<file path="src/logic/fcw_pkg.sv">
// shared constants and types for the network control word interpreter
package fcw_pkg;
  // ==========================================================================
  // word geometry
  localparam int unsigned WORD_W        = 16;
  localparam int unsigned WIDE_W        = 32;
  localparam int unsigned MAX_WORDS     = 12;
  localparam int unsigned MAG_W         = 15;
  localparam int unsigned SIGN_POS      = 15;
  // ==========================================================================
  // command word bit positions
  localparam int unsigned CW_RAMP_STOP  = 0;
  localparam int unsigned CW_COAST_STOP = 1;
  localparam int unsigned CW_QUICK_STOP = 2;
  localparam int unsigned CW_RUN        = 3;
  localparam int unsigned CW_RAMP_OUT   = 4;
  localparam int unsigned CW_RAMP_HOLD  = 5;
  localparam int unsigned CW_RAMP_IN    = 6;
  localparam int unsigned CW_RESET      = 7;
  // ==========================================================================
  // status word bit positions
  localparam int unsigned SW_RDY_ON     = 0;
  localparam int unsigned SW_RDY_RUN    = 1;
  localparam int unsigned SW_RDY_REF    = 2;
  localparam int unsigned SW_TRIPPED    = 3;
  localparam int unsigned SW_COAST_OFF  = 4;
  localparam int unsigned SW_QUICK_OFF  = 5;
  localparam int unsigned SW_INHIBIT    = 6;
  localparam int unsigned SW_AT_SET     = 8;
  localparam int unsigned SW_REMOTE     = 9;
  // ==========================================================================
  // APB register offsets (byte addresses)
  localparam logic [7:0] A_CMD_OFS      = 8'h00;
  localparam logic [7:0] A_REF1_OFS     = 8'h04;
  localparam logic [7:0] A_REF2_OFS     = 8'h08;
  localparam logic [7:0] A_STAT_OFS     = 8'h0C;
  localparam logic [7:0] A_ACT1_OFS     = 8'h10;
  localparam logic [7:0] A_ACT2_OFS     = 8'h14;
  localparam logic [7:0] A_CNT_OFS      = 8'h18;
  localparam logic [15:0] RESET_WORD    = 16'h0000;
  // ==========================================================================
  // debug and type settings
  typedef enum logic [1:0] {DBG_OFF, DBG_FAST, DBG_NORMAL} fcw_dbg_e;
  typedef enum logic [1:0] {REF_SPEED, REF_TORQUE, REF_FREQ, REF_RAW} fcw_ref_type_e;
  typedef enum logic [1:0] {ACT_SPEED, ACT_TORQUE, ACT_FREQ, ACT_RAMP} fcw_act_type_e;
  typedef enum logic [3:0] {
    ST_NOT_READY, ST_INHIBITED, ST_READY_ON, ST_READY_RUN, ST_OP_ENABLED,
    ST_RAMP_STOP, ST_COAST_STOP, ST_QUICK_STOP, ST_FAULT
  } fcw_state_e;

  // two's complement negation of a sign-magnitude style reference
  function automatic logic [15:0] fcw_neg(input logic [15:0] v);
    fcw_neg = 16'(~v + 16'h0001);
  endfunction
endpackage

</file>
<file path="src/logic/fcw_link_if.sv">
// cyclic word link between network master and drive
`timescale 1ns/1ns
interface fcw_link_if;
  logic        cycle_stb;
  logic [15:0] cmd_word;
  logic [15:0] ref1_word;
  logic [15:0] ref2_word;
  logic [15:0] stat_word;
  logic [15:0] act1_word;
  logic [15:0] act2_word;
  modport master (output cycle_stb, output cmd_word, output ref1_word, output ref2_word,
                  input stat_word, input act1_word, input act2_word);
  modport drive  (input cycle_stb, input cmd_word, input ref1_word, input ref2_word,
                  output stat_word, output act1_word, output act2_word);
endinterface

</file>
<file path="src/logic/fcw_drive.sv">
// drive end: command word interpreter, state machine, status and mirrors
`timescale 1ns/1ns
// Operation
// - at most twelve 16-bit words each way
// - cyclic words are 16 or 32 bits
// - reference is sign plus 15-bit magnitude
// - negative reference is two's complement
// - debug mirrors command and status words
// - debug mirrors both raw references
// - debug mirrors both raw actual values
// - per-reference type selects scaling
// - per-word type selects actual value signal
// - bit 0 set: ready to operate
// - bit 0 clear: ramp stop, then ready
// - bit 1 clear: coast stop, then inhibited
// - bit 2 clear: quick stop, then inhibited
// - bit 3 with run enable: operation enabled
// - bit 3 clear: operation inhibited
// - bit 4 clear: ramp output forced zero
// - bit 5 clear: ramp output frozen
// - bit 6 set: operating, network source only
// - state follows command, status returned
// - network data used only when selected
// - bit 6 clear: ramp input zero
// - bit 7 rising: fault reset if selected
module fcw_drive
  import fcw_pkg::*;
(
  input  wire logic        ref_clk_i,
  input  wire logic        resetn_i,
  fcw_link_if.drive        link,
  input  wire fcw_dbg_e    dbg_mode_i,
  input  wire logic [1:0]  ref1_type_i,
  input  wire logic [1:0]  ref2_type_i,
  input  wire logic [1:0]  act1_type_i,
  input  wire logic [1:0]  act2_type_i,
  input  wire logic        net_ctrl_sel_i,
  input  wire logic        net_ref_sel_i,
  input  wire logic        net_run_en_sel_i,
  input  wire logic        net_ramp_in_sel_i,
  input  wire logic        net_reset_sel_i,
  input  wire logic [15:0] local_cmd_i,
  input  wire logic [15:0] local_ref_i,
  input  wire logic        local_run_en_i,
  input  wire logic        fault_i,
  input  wire logic        stop_done_i,
  input  wire logic [15:0] speed_act_i,
  input  wire logic [15:0] torque_act_i,
  output fcw_state_e       state_o,
  output logic [15:0]      ramp_out_o,
  output logic             coast_o,
  output logic             quick_o,
  output logic [15:0]      dbg_cmd_o,
  output logic [15:0]      dbg_stat_o,
  output logic [15:0]      dbg_ref1_o,
  output logic [15:0]      dbg_ref2_o,
  output logic [15:0]      dbg_act1_o,
  output logic [15:0]      dbg_act2_o
);
  import fcw_pkg::*;
  // ==========================================================================
  // reference scaling
  logic [15:0] ref1_scaled, ref2_scaled;
  fcw_ref_scale u_ref1 (.raw_i(link.ref1_word), .type_i(ref1_type_i), .scaled_o(ref1_scaled));
  fcw_ref_scale u_ref2 (.raw_i(link.ref2_word), .type_i(ref2_type_i), .scaled_o(ref2_scaled));

  function automatic logic [15:0] act_pick(input logic [1:0] t, input logic [15:0] spd,
                                           input logic [15:0] trq, input logic [15:0] rmp);
    unique case (t)
      ACT_SPEED:  act_pick = spd;
      ACT_TORQUE: act_pick = trq;
      ACT_FREQ:   act_pick = {1'b0, spd[15:1]};
      default:    act_pick = rmp;
    endcase
  endfunction
  // ==========================================================================
  // state machine and ramp
  fcw_state_e  st_ff, nxt_st;
  logic [15:0] cmd_ff, nxt_cmd, ramp_ff, nxt_ramp, stat_ff, nxt_stat;
  logic [15:0] act1_ff, nxt_act1, act2_ff, nxt_act2;
  logic [15:0] dcmd_ff, nxt_dcmd, dstat_ff, nxt_dstat, dr1_ff, nxt_dr1, dr2_ff, nxt_dr2;
  logic [15:0] da1_ff, nxt_da1, da2_ff, nxt_da2;
  logic        rst_bit_ff, nxt_rst_bit, coast_ff, nxt_coast, quick_ff, nxt_quick;
  logic [15:0] cw, rin;
  logic        run_en, rst_edge, dbg_on;

  always_comb begin
    // latch the command word only on a cycle strobe
    nxt_cmd     = link.cycle_stb ? link.cmd_word : cmd_ff;
    cw          = net_ctrl_sel_i ? cmd_ff : local_cmd_i;
    run_en      = net_run_en_sel_i ? cw[CW_RUN] : local_run_en_i;
    nxt_rst_bit = cw[CW_RESET];
    rst_edge    = cw[CW_RESET] & ~rst_bit_ff & net_reset_sel_i;
    nxt_st      = st_ff;
    nxt_coast   = 1'b0;
    nxt_quick   = 1'b0;
    if (fault_i) begin
      nxt_st = ST_FAULT;
    end else begin
      unique case (st_ff)
        ST_NOT_READY: nxt_st = ST_INHIBITED;
        ST_FAULT: if (rst_edge) nxt_st = ST_INHIBITED;
        ST_COAST_STOP: if (stop_done_i) nxt_st = ST_INHIBITED;
        ST_QUICK_STOP: if (stop_done_i) nxt_st = ST_INHIBITED;
        ST_RAMP_STOP: begin
          if (!cw[CW_COAST_STOP]) nxt_st = ST_COAST_STOP;
          else if (!cw[CW_QUICK_STOP]) nxt_st = ST_QUICK_STOP;
          else if (stop_done_i) nxt_st = ST_READY_ON;
        end
        default: begin
          // interlocks take priority, coast stop first
          if (!cw[CW_COAST_STOP])
            nxt_st = (st_ff == ST_INHIBITED) ? ST_INHIBITED : ST_COAST_STOP;
          else if (!cw[CW_QUICK_STOP])
            nxt_st = (st_ff == ST_INHIBITED) ? ST_INHIBITED : ST_QUICK_STOP;
          else if (!cw[CW_RAMP_STOP])
            nxt_st = (st_ff == ST_OP_ENABLED || st_ff == ST_READY_RUN) ? ST_RAMP_STOP : ST_READY_ON;
          else if (st_ff == ST_READY_ON || st_ff == ST_INHIBITED)
            nxt_st = (st_ff == ST_INHIBITED) ? ST_READY_ON : ST_READY_RUN;
          else if (cw[CW_RUN] && run_en)
            nxt_st = ST_OP_ENABLED;
          else
            nxt_st = ST_READY_RUN;
        end
      endcase
    end
    nxt_coast = (nxt_st == ST_COAST_STOP);
    nxt_quick = (nxt_st == ST_QUICK_STOP);
    // ramp input forced to zero only when the network owns bit 6
    rin = net_ref_sel_i ? ref1_scaled : local_ref_i;
    if (net_ramp_in_sel_i && !cw[CW_RAMP_IN]) rin = 16'h0000;
    nxt_ramp = ramp_ff;
    if (st_ff != ST_OP_ENABLED || !cw[CW_RAMP_OUT])
      nxt_ramp = 16'h0000;
    else if (cw[CW_RAMP_HOLD])
      nxt_ramp = rin;
    // status word back to the master
    nxt_stat = 16'h0000;
    nxt_stat[SW_RDY_ON]    = (st_ff == ST_READY_ON) || (st_ff == ST_READY_RUN) || (st_ff == ST_OP_ENABLED);
    nxt_stat[SW_RDY_RUN]   = (st_ff == ST_READY_RUN) || (st_ff == ST_OP_ENABLED);
    nxt_stat[SW_RDY_REF]   = (st_ff == ST_OP_ENABLED);
    nxt_stat[SW_TRIPPED]   = (st_ff == ST_FAULT);
    nxt_stat[SW_COAST_OFF] = (st_ff != ST_COAST_STOP);
    nxt_stat[SW_QUICK_OFF] = (st_ff != ST_QUICK_STOP);
    nxt_stat[SW_INHIBIT]   = (st_ff == ST_INHIBITED);
    nxt_stat[SW_AT_SET]    = (st_ff == ST_OP_ENABLED) && (ramp_ff == rin);
    nxt_stat[SW_REMOTE]    = net_ctrl_sel_i;
    nxt_act1 = act_pick(act1_type_i, speed_act_i, torque_act_i, ramp_ff);
    nxt_act2 = act_pick(act2_type_i, speed_act_i, torque_act_i, ramp_ff);
    // mirrors hold zero while debug is off
    dbg_on    = (dbg_mode_i == DBG_FAST) || (dbg_mode_i == DBG_NORMAL);
    nxt_dcmd  = dbg_on ? cmd_ff : 16'h0000;
    nxt_dstat = dbg_on ? stat_ff : 16'h0000;
    nxt_dr1   = dbg_on ? link.ref1_word : 16'h0000;
    nxt_dr2   = dbg_on ? link.ref2_word : 16'h0000;
    nxt_da1   = dbg_on ? act1_ff : 16'h0000;
    nxt_da2   = dbg_on ? act2_ff : 16'h0000;
  end

  always_ff @(posedge ref_clk_i or negedge resetn_i) begin
    if (!resetn_i) begin
      st_ff <= ST_NOT_READY;
      ramp_ff <= 16'h0000;
      cmd_ff <= RESET_WORD;
      stat_ff <= 16'h0000;
      act1_ff <= 16'h0000;
      act2_ff <= 16'h0000;
      dcmd_ff <= 16'h0000;
      dstat_ff <= 16'h0000;
      dr1_ff <= 16'h0000;
      dr2_ff <= 16'h0000;
      da1_ff <= 16'h0000;
      da2_ff <= 16'h0000;
      rst_bit_ff <= 1'b0;
      coast_ff <= 1'b0;
      quick_ff <= 1'b0;
    end else begin
      st_ff <= nxt_st;
      ramp_ff <= nxt_ramp;
      cmd_ff <= nxt_cmd;
      stat_ff <= nxt_stat;
      act1_ff <= nxt_act1;
      act2_ff <= nxt_act2;
      dcmd_ff <= nxt_dcmd;
      dstat_ff <= nxt_dstat;
      dr1_ff <= nxt_dr1;
      dr2_ff <= nxt_dr2;
      da1_ff <= nxt_da1;
      da2_ff <= nxt_da2;
      rst_bit_ff <= nxt_rst_bit;
      coast_ff <= nxt_coast;
      quick_ff <= nxt_quick;
    end
  end
  // ==========================================================================
  // outputs
  assign state_o        = st_ff;
  assign ramp_out_o     = ramp_ff;
  assign coast_o        = coast_ff;
  assign quick_o        = quick_ff;
  assign dbg_cmd_o      = dcmd_ff;
  assign dbg_stat_o     = dstat_ff;
  assign dbg_ref1_o     = dr1_ff;
  assign dbg_ref2_o     = dr2_ff;
  assign dbg_act1_o     = da1_ff;
  assign dbg_act2_o     = da2_ff;
  assign link.stat_word = stat_ff;
  assign link.act1_word = act1_ff;
  assign link.act2_word = act2_ff;
endmodule // fcw_drive

</file>
<file path="src/logic/fcw_ref_scale.sv">
// per-reference scaling selected by a type setting
`timescale 1ns/1ns
module fcw_ref_scale
  import fcw_pkg::*;
(
  input  wire logic [15:0]  raw_i,
  input  wire logic [1:0]   type_i,
  output logic      [15:0]  scaled_o
);
  logic [15:0] mag;
  logic [15:0] shifted;
  always_comb begin
    // sign and 15-bit magnitude; negative is two's complement
    mag     = raw_i[SIGN_POS] ? fcw_neg(raw_i) : raw_i;
    shifted = 16'h0000;
    unique case (type_i)
      REF_SPEED:  shifted = mag;
      REF_TORQUE: shifted = {1'b0, mag[15:1]};
      REF_FREQ:   shifted = {2'b00, mag[15:2]};
      default:    shifted = mag;
    endcase
    scaled_o = (type_i == REF_RAW) ? raw_i : (raw_i[SIGN_POS] ? fcw_neg(shifted) : shifted);
  end
endmodule // fcw_ref_scale

</file>
<file path="src/flat_wrapper.sv">
// flat-port wrapper written by rule: the top's interface ports become plain ports
module fcw_drive_flat import fcw_pkg::*;
  (ref_clk_i, resetn_i, dbg_mode_i, ref1_type_i, ref2_type_i, act1_type_i, act2_type_i, net_ctrl_sel_i, net_ref_sel_i, net_run_en_sel_i, net_ramp_in_sel_i, net_reset_sel_i, local_cmd_i, local_ref_i, local_run_en_i, fault_i, stop_done_i, speed_act_i, torque_act_i, state_o, ramp_out_o, coast_o, quick_o, dbg_cmd_o, dbg_stat_o, dbg_ref1_o, dbg_ref2_o, dbg_act1_o, dbg_act2_o, link_cycle_stb, link_cmd_word, link_ref1_word, link_ref2_word, link_stat_word, link_act1_word, link_act2_word);
  fcw_link_if link_i ();
  input  wire logic ref_clk_i;
  input  wire logic resetn_i;
  input  wire fcw_dbg_e dbg_mode_i;
  input  wire logic [1:0] ref1_type_i;
  input  wire logic [1:0] ref2_type_i;
  input  wire logic [1:0] act1_type_i;
  input  wire logic [1:0] act2_type_i;
  input  wire logic net_ctrl_sel_i;
  input  wire logic net_ref_sel_i;
  input  wire logic net_run_en_sel_i;
  input  wire logic net_ramp_in_sel_i;
  input  wire logic net_reset_sel_i;
  input  wire logic [15:0] local_cmd_i;
  input  wire logic [15:0] local_ref_i;
  input  wire logic local_run_en_i;
  input  wire logic fault_i;
  input  wire logic stop_done_i;
  input  wire logic [15:0] speed_act_i;
  input  wire logic [15:0] torque_act_i;
  output fcw_state_e state_o;
  output logic [15:0] ramp_out_o;
  output logic coast_o;
  output logic quick_o;
  output logic [15:0] dbg_cmd_o;
  output logic [15:0] dbg_stat_o;
  output logic [15:0] dbg_ref1_o;
  output logic [15:0] dbg_ref2_o;
  output logic [15:0] dbg_act1_o;
  output logic [15:0] dbg_act2_o;
  input wire logic [$bits(link_i.cycle_stb)-1:0] link_cycle_stb;
  input wire logic [$bits(link_i.cmd_word)-1:0] link_cmd_word;
  input wire logic [$bits(link_i.ref1_word)-1:0] link_ref1_word;
  input wire logic [$bits(link_i.ref2_word)-1:0] link_ref2_word;
  output wire logic [$bits(link_i.stat_word)-1:0] link_stat_word;
  output wire logic [$bits(link_i.act1_word)-1:0] link_act1_word;
  output wire logic [$bits(link_i.act2_word)-1:0] link_act2_word;
  assign link_i.cycle_stb = link_cycle_stb;
  assign link_i.cmd_word = link_cmd_word;
  assign link_i.ref1_word = link_ref1_word;
  assign link_i.ref2_word = link_ref2_word;
  assign link_stat_word = link_i.stat_word;
  assign link_act1_word = link_i.act1_word;
  assign link_act2_word = link_i.act2_word;
  fcw_drive u_core (.ref_clk_i(ref_clk_i), .resetn_i(resetn_i), .link(link_i), .dbg_mode_i(dbg_mode_i), .ref1_type_i(ref1_type_i), .ref2_type_i(ref2_type_i), .act1_type_i(act1_type_i), .act2_type_i(act2_type_i), .net_ctrl_sel_i(net_ctrl_sel_i), .net_ref_sel_i(net_ref_sel_i), .net_run_en_sel_i(net_run_en_sel_i), .net_ramp_in_sel_i(net_ramp_in_sel_i), .net_reset_sel_i(net_reset_sel_i), .local_cmd_i(local_cmd_i), .local_ref_i(local_ref_i), .local_run_en_i(local_run_en_i), .fault_i(fault_i), .stop_done_i(stop_done_i), .speed_act_i(speed_act_i), .torque_act_i(torque_act_i), .state_o(state_o), .ramp_out_o(ramp_out_o), .coast_o(coast_o), .quick_o(quick_o), .dbg_cmd_o(dbg_cmd_o), .dbg_stat_o(dbg_stat_o), .dbg_ref1_o(dbg_ref1_o), .dbg_ref2_o(dbg_ref2_o), .dbg_act1_o(dbg_act1_o), .dbg_act2_o(dbg_act2_o));
endmodule
</file>
<file path="config.mk">
export PLATFORM = sky130hd
export DESIGN_NAME = fcw_drive_flat
export DESIGN_NICKNAME = d
export VERILOG_FILES = /design/src/logic/fcw_pkg.sv /design/src/logic/fcw_link_if.sv /design/src/logic/fcw_drive.sv /design/src/logic/fcw_ref_scale.sv /design/src/flat_wrapper.sv
export SDC_FILE = /design/constraint.sdc
export NUM_CORES = 1
export LEC_CHECK = 0
export BUFFER_PORTS_ARGS = -buffer_cell sky130_fd_sc_hd__buf_2
export CAP_MARGIN = 20
export CORE_MARGIN = 2
export CORE_UTILIZATION = 35
export CTS_CLUSTER_DIAMETER = 120
export DETAILED_ROUTE_END_ITERATION = 10
export PLACE_DENSITY = 0.65
export SETUP_SLACK_MARGIN = 0.4
export SLEW_MARGIN = 20
export SYNTH_ARGS = -nofsm -noshare
export SYNTH_HDL_FRONTEND = slang
export SYNTH_HIERARCHICAL = 1
export SYNTH_SLANG_ARGS = --single-unit
</file>
<file path="constraint.sdc">
create_clock -name ref_clk_i -period 2.2 [get_ports ref_clk_i]
set_input_delay 0.44 -clock ref_clk_i [delete_from_list [all_inputs] [get_ports ref_clk_i]]
set_output_delay 0.44 -clock ref_clk_i [all_outputs]
set_load 0.02 [all_outputs]
</file>
==> results of run 1 <==
-- cells by family (layout without fill, tap and decap cells) --
group | count (synthesis) | count (layout)
AND/OR/NAND/NOR | 281 | 281
adder cells (fa/ha/maj) | 5 | 5
buffers and inverters | 85 | 485
multiplexers | 86 | 86
XOR/XNOR | 31 | 31
AO/OA/AOI/OAI | 147 | 147
other | 1 | 16
flip-flops | 169 | 169
-- stage by stage --
| step | TNS (ps) | hold WS, ps | util, % |
|---|---|---|---|
| 6_report | -14100 | 225 | 52.5 |
| 4_1_cts | -13580 | 204 | 51.1 |
| 3_3_place_gp | -22310 | 378 | 46.9 |
| 5_1_grt | -16320 | 207 | 52.5 |
| 2_1_floorplan | -14460 | 144 | - |
| 3_5_place_dp | -23360 | 379 | 46.9 |
-- worst max path at each step --
stage                                 start                       end  depth (start not counted)
final                     link_ref1_word[1]  u_core/link.stat_word[8]                         16
after global routing      link_ref1_word[1]  u_core/link.stat_word[8]                         16
after CTS                 link_ref1_word[1]  u_core/link.stat_word[8]                         16
after detailed placement  link_ref1_word[1]  u_core/link.stat_word[8]                         17
after global placement    link_ref1_word[1]  u_core/link.stat_word[8]                         16
after floorplan           link_ref1_word[1]  u_core/link.stat_word[8]                         16
-- cell type report --
cell class	instances	area, um2
Antenna cell	2	5.00
Clock buffer	17	425
Clock inverter	15	201
Fill cell	2215	12000
Inverter	15	71.3
Multi-Input combinational cell	564	5020
Sequential cell	169	4230
Tap cell	330	413
Timing Repair Buffer	438	2850
-- registers in the layout, indices dropped and copies added, names as in the netlist --
signal                 flops
u_core/dbg_cmd_o          16
u_core/cmd_ff             16
u_core/dbg_stat_o          9
u_core/quick_o             1
u_core/dbg_ref2_o         16
u_core/coast_o             1
u_core/rst_bit_ff          1
u_core/state_o             4
u_core/dbg_act2_o         16
u_core/link.act2_word     16
u_core/dbg_ref1_o         16
u_core/ramp_out_o         16
u_core/dbg_act1_o         16
u_core/link.act1_word     16
u_core/link.stat_word      9
-- power by group through the flow --
| stage | Clock [mW] | Combinational [mW] | Sequential [mW] |
|---|---|---|---|
| floorplan | 0 | 1.32 | 3.93 |
| global placement | 0 | 2.77 | 3.63 |
| detailed placement | 0 | 2.79 | 3.63 |
| CTS | 3.26 | 3.00 | 3.57 |
| global route | 3.37 | 3.44 | 3.60 |
| finish | 3.15 | 3.19 | 3.56 |
-- repair_timing --
item                                   4_1_cts  5_1_grt
pin swaps                                   26       41
endpoints found under the hold margin       38        0
setup endpoints to repair                   20       20
resized for setup                           71       45
hold buffers                                 1        0
buffers inserted                            12       13
-- metal layers --
metal	track usage (%)	vias up	share of wire, %
met5	0	-	0
met4	7.70	0	2.8
met2	36.3	269	50
met1	26.4	3909	41
met3	3.48	45	6.1
li1	-	3690	-
-- layout by cell type (no fill, tap or decap), types with 5 or more instances in the layout --
master,synthesis,layout
nor2_1,37,36
a21oi_2,0,5
buf_2,7,271
and2_1,91,91
inv_1,14,10
a32oi_1,10,9
xor2_1,17,15
a211o_1,9,8
mux2i_1,26,20
conb_1,1,14
nand4_1,6,6
buf_6,5,23
o21ai_0,15,7
nor2b_1,18,18
nand2_4,1,6
buf_4,14,131
buf_12,0,12
a211oi_2,1,6
o21ai_1,7,8
a31oi_1,9,7
a21oi_1,40,34
nand2_1,44,40
o211ai_1,5,5
mux4_2,30,30
nand3_1,7,7
mux2_2,26,24
clkbuf_16,0,17
xnor2_1,14,6
o21ai_2,0,7
nand2b_1,10,7
inv_8,0,5
nor3_2,1,13
dfrtp_1,169,166
nor3_1,25,10
clkinv_8,0,5
==> flow_summary_export.csv, run 1 <==
group,metric,value,unit
status,outcome,"finished with violations",
status,failed_checks,"setup timing",
logic_synthesis,ys_top_cells_by_count,"dfrtp_1 (169), and2_1 (91), nand2_1 (44)",
final_layout,design_area,13200,um2
logic_synthesis,synth-seq-cells,169,
route,wl_per_cell,18.5,um
die,rows,58,
job,cap_violations,0,
placement,post-place-ws,-2110,ps
timing,fin_skew,10.4,ps
logic_synthesis,syn_area_per_cell,11.1,um2
timing,max_slew_margin,62.2,%
timing,hold_violations,0,
logic_synthesis,ys_seq_area_share,47.1,%
critical_path,worstPathCellList,"buf_12, inv_12, ha_4, or3b_4, o41ai_4, xnor2_2, a2111oi_4, nand4_2, o41ai_2, xnor2_1, mux2_4, mux2i_4, nand2_1, a211o_1, a2111oi_2, and4_1",
grt,grt_usage,21.0,%
logic_synthesis,synthSimpleGateAreaFrac,17.9,%
clock_tree,root_buffer,"clkbuf_16",
timing,fmax,265,MHz
logic_synthesis,synth_warnings,6,
logic_synthesis,synth.largest_area_cell,"dfrtp_1",
logic_synthesis,synth_adder_area_share,0.697,%
final_layout,fin_cells,1550,
logic_synthesis,netlist.area_leader.share,47.1,%
clock_tree,htreeDepth,4,
critical_path,rr_endpoint,"u_core/link.stat_word[8]",
critical_path,setup.worst_path.end_class,"flip-flop",
pwr,internal_power,6.49,mW
hold_path,whs_endpoint,"u_core/dbg_ref2_o[1]",
route,drc,0,
die,die_area,26900,um2
final_layout,area_delta_synth_final,47.3,%
timing,rsz0062_at_grt,"true",
pwr,switching_share,34.4,%
die,die_y,164,um
clock_tree,cts_tree,"yes",
logic_synthesis,synth_mux_area_share,14.3,%
pwr,peakVddDrop,0.000479,V
critical_path,regToRegStartpoint,"u_core/cmd_ff[6]",
timing,drv_slew,0,
timing,tightest_slew,566,ps
die,core-area,25200,um2
timing,finalCritPeriodShare,171,%
route,vias,7913,
pwr,p_leak,6.36,nW
critical_path,cp_top_family,"compound AO/OA/AOI/OAI gates",
grt,antenna_found_initial,2,
critical_path,reg2regPathDepth,6,
die,pin_count,299,
grt,grt_pass1_vias,7905,
critical_path,critical_path.max_fanout,3,
clock_tree,cts.sinks,169,
die,start_util,35.6,%
placement,dp_hpwl,21800,um
logic_synthesis,synth_flop_cell,"dfrtp_1",
clock_tree,cts_buffers,17,
critical_path,startpoint_type,"input port",
logic_synthesis,synth.most_common_cell,"dfrtp_1",
logic_synthesis,synth_area,8970,um2
clock_tree,clk_pin_slew_worst_paths,80,ps
pwr,power_frac_seq,36.0,%
logic_synthesis,synth_top_family_by_area,"simple AND/OR/NAND/NOR gates",
logic_synthesis,synth_compound_area_share,12.2,%
route,drtIter0Drc,528,
timing,layout_min_cycle_time,3770,ps
logic_synthesis,synth_edf_count,0,
critical_path,critPathSlowestCell,"o41ai_2",
pwr,p_per_area,750,nW/um2
hold_path,holdPathStages,2,
placement,portBuffers,274,
critical_path,r2r_setup_slack,300,ps
critical_path,crit_buf_inv,2,
pwr,finalPower,9.90,mW
grt,grt_overflow,0,
route,drtPass1Iterations,4,
logic_synthesis,async_flop_share,100,%
hold_path,worst_hold_path_type,"in -> reg",
pwr,share_comb_of_total_power,32.2,%
placement,place_inst,1490,
die,die_x,164,um
critical_path,path_class,"in -> reg",
placement,gp_congestion,0.935,
pwr,switchingPower,3.41,mW
route,ant_nets,0,
clock_tree,clk_latency,420,ps
pwr,p_clk_share,31.8,%
timing,setup_viol,17,
logic_synthesis,synth.area.top_cells,"dfrtp_1 (47%), mux4_2 (7.5%), and2_1 (6.3%)",
timing,layout_setup_ws,-1570,ps
grt,grt_pass1_wl,43600,um
final_layout,nets,1343,
route,routed_via_density,5.11,
hold_path,hp-start,"link_ref2_word[1]",
logic_synthesis,synthXorXnorAreaFrac,3.03,%
route,finalWirelength,28700,um
logic_synthesis,syn_inst,805,
critical_path,slowest_delay,430,ps
grt,grt_max_degree,90,
critical_path,critPathRequiredTime,2550,ps
critical_path,cp_data_arrival_time,4120,ps
final_layout,drive_gt1_share,51.7,%
logic_synthesis,synth_cell_types,83,
clock_tree,clk_path_buf_depth,2,
placement,placed_area,11800,um2
No activity file was read; power rests on OpenSTA's default activity.
==> run 2, diff against run 1 <==
- PLACE_DENSITY: 0.65 -> 0.67
- clock period: 2.2 -> 3.3 ns (I/O delays scaled with it)
==> run 2 against run 1 <==
Effect of this change:
- highest routed layer unchanged
- critical path type unchanged
- clock power fell by 38%
- combinational power down 41%
- global-route usage shrank 0.76 points
- worst hold slack worse by 3.6 ps
- the flow still finishes with violations (setup timing)
- die area unchanged
- routed wire length down 2.2%
- clock skew is 5.8 ps higher
- power is 37% lower
- via count shrank 2.0%
- first-iteration DRC count is 3.0% lower
==> flow_summary_export.csv, run 2 (synthesis results as in run 1) <==
group,metric,value,unit
status,outcome,"finished with violations",
status,failed_checks,"setup timing",
critical_path,setup.worst_path.end_class,"flip-flop",
critical_path,critPathSlowestCell,"or3b_4",
clock_tree,clk_path_buf_depth,2,
die,start_util,35.6,%
critical_path,regToRegStartpoint,"u_core/state_o[2]",
critical_path,rr_endpoint,"u_core/quick_o",
hold_path,worst_hold_path_type,"in -> async",
pwr,p_per_area,495,nW/um2
job,cap_violations,0,
placement,portBuffers,274,
clock_tree,htreeDepth,4,
clock_tree,cts_tree,"yes",
critical_path,r2r_setup_slack,1260,ps
timing,fin_skew,16.2,ps
route,drtIter0Drc,512,
critical_path,critPathLaunch,"link_ref1_word[1]",
timing,tightest_slew,859,ps
placement,gp_congestion,0.964,
grt,grt_pass1_wl,41800,um
pwr,p_clk_share,31.4,%
timing,fmax,255,MHz
die,die_y,164,um
pwr,internal_power,4.09,mW
route,drtPass1Iterations,5,
final_layout,layout_commonest_cell,"buf_2",
final_layout,post-route-util,50.2,%
timing,setup_viol,11,
final_layout,area_delta_synth_final,40.8,%
critical_path,startpoint_type,"input port",
pwr,p_leak,6.10,nW
clock_tree,cts_buffers,17,
timing,drv_slew,0,
critical_path,slowest_delay,400,ps
placement,post-place-ws,-1200,ps
route,ant_nets,0,
clock_tree,clk_latency,430,ps
clock_tree,cts.sinks,169,
pwr,switchingPower,2.17,mW
placement,dp_hpwl,21100,um
pwr,power_frac_seq,38.6,%
critical_path,path_class,"in -> reg",
grt,grt_max_degree,66,
placement,placed_area,11400,um2
critical_path,crit_top_cell,"mux2_4",
grt,grt_pass1_vias,7410,
timing,max_slew_margin,42.7,%
timing,layout_min_cycle_time,3920,ps
timing,layout_setup_ws,-621,ps
die,die_x,164,um
final_layout,nets,1306,
final_layout,design_area,12600,um2
route,routed_via_density,5.13,
final_layout,drive_gt1_share,48.3,%
grt,grt_usage,20.2,%
final_layout,fillerInstances,2268,
final_layout,final_cell_mix,"buf_2 (271), dfrtp_1 (169), buf_4 (107)",
timing,rsz0062_at_grt,"true",
route,wl_per_cell,18.6,um
critical_path,reg2regPathDepth,5,
pwr,peakVddDrop,0.000313,V
clock_tree,cts_hold_buf,0,
critical_path,critical_path.max_fanout,4,
grt,grt_overflow,0,
clock_tree,root_buffer,"clkbuf_16",
critical_path,crit_end,"u_core/link.stat_word[8]",
timing,finalCritPeriodShare,119,%
critical_path,critPathRequiredTime,3660,ps
grt,antenna_found_initial,1,
die,core-area,25200,um2
critical_path,cp_data_arrival_time,4280,ps
pwr,switching_share,34.7,%
die,pin_count,299,
route,finalWirelength,28100,um
pwr,share_comb_of_total_power,30.0,%
timing,hold_violations,0,
timing,fin_setup_tns,-2040,ps
clock_tree,clk_pin_slew_worst_paths,80,ps
route,drc,0,
route,vias,7754,
critical_path,worstPathCellList,"buf_12, inv_12, ha_4, or3b_4, buf_6, o31ai_4, mux2_4, nor3_4, nand4_2, o41ai_2, xnor2_1, mux2_4, mux2i_4, nand2_1, a211o_1, a2111oi_2, and4_1",
die,die_area,26900,um2
die,rows,58,
timing,whs,221,ps
## run 2: changes by cell type in the layout (fill, tap and decap cells not counted), moves of 4 or more
cell / before / now
buf_4: 131 / 107
buf_12: 12 / 5
inv_6: 1 / 7
buf_6: 23 / 18
a21oi_1: 34 / 38
## run 2: layout make-up
type                       count  area, um2  area share, %
multi-input combinational    564       4880           38.6
sequential                   169       4230           33.5
timing repair buffer         401       2460           19.5
clock buffer                  17        425           3.37
tap                          330        413           3.27
clock inverter                15        150           1.19
inverter                      15       71.3          0.565
antenna                        1       2.50         0.0198
## run 2: worst min-delay path by stage
stage	endpoint	slack, ps	depth (start not counted)
4_1_cts	u_core/dbg_ref2_o[1]	250	1
6_report	u_core/dbg_ref2_o[1]	220	1
5_1_grt	u_core/dbg_cmd_o[12]	250	1
3_5_place_dp	u_core/dbg_act2_o[8]	460	1
2_1_floorplan	u_core/cmd_ff[0]	360	0
3_3_place_gp	u_core/dbg_cmd_o[15]	450	1
## run 2: worst max-delay path, delay by kind of cell
| kind | cells | cell delay (ps) |
|---|---|---|
| compound gates | 4 | 1180 |
| simple gates | 5 | 1080 |
| mux | 3 | 820 |
| buf+inv | 3 | 300 |
| xor+xnor | 1 | 130 |
| fa+ha+maj | 1 | 120 |
## run 2: metrics by stage
stage	total power [mW]	std cells
2_1_floorplan	3.48	818
3_3_place_gp	4.14	1461
3_5_place_dp	4.16	1461
4_1_cts	6.24	1504
5_1_grt	6.58	1511
6_report	6.26	1512
## run 2: what timing repair did
action                                 in CTS  in global routing
pin swaps                                  15                 32
setup buffers                              11                  7
setup endpoints to repair                  15                 16
gates resized for setup                    47                 45
endpoints found under the hold margin       0                  0
## run 2: per-layer routing
layer  wire length (um)  vias up  GRT usage (%)
li1                   -     3611              -
met1              11500     3794           25.2
met2              14100      310           35.6
met3               1970       39           4.27
met4                541        0           5.10
met5                  0        -              0
## run 2: power by group through the flow
| stage | logic [mW] | clock network, mW | registers [mW] |
|---|---|---|---|
| 2_1_floorplan | 0.860 | 0 | 2.62 |
| 3_3_place_gp | 1.68 | 0 | 2.45 |
| 3_5_place_dp | 1.70 | 0 | 2.46 |
| 4_1_cts | 1.78 | 2.03 | 2.42 |
| 5_1_grt | 2.03 | 2.11 | 2.44 |
| 6_report | 1.88 | 1.96 | 2.41 |
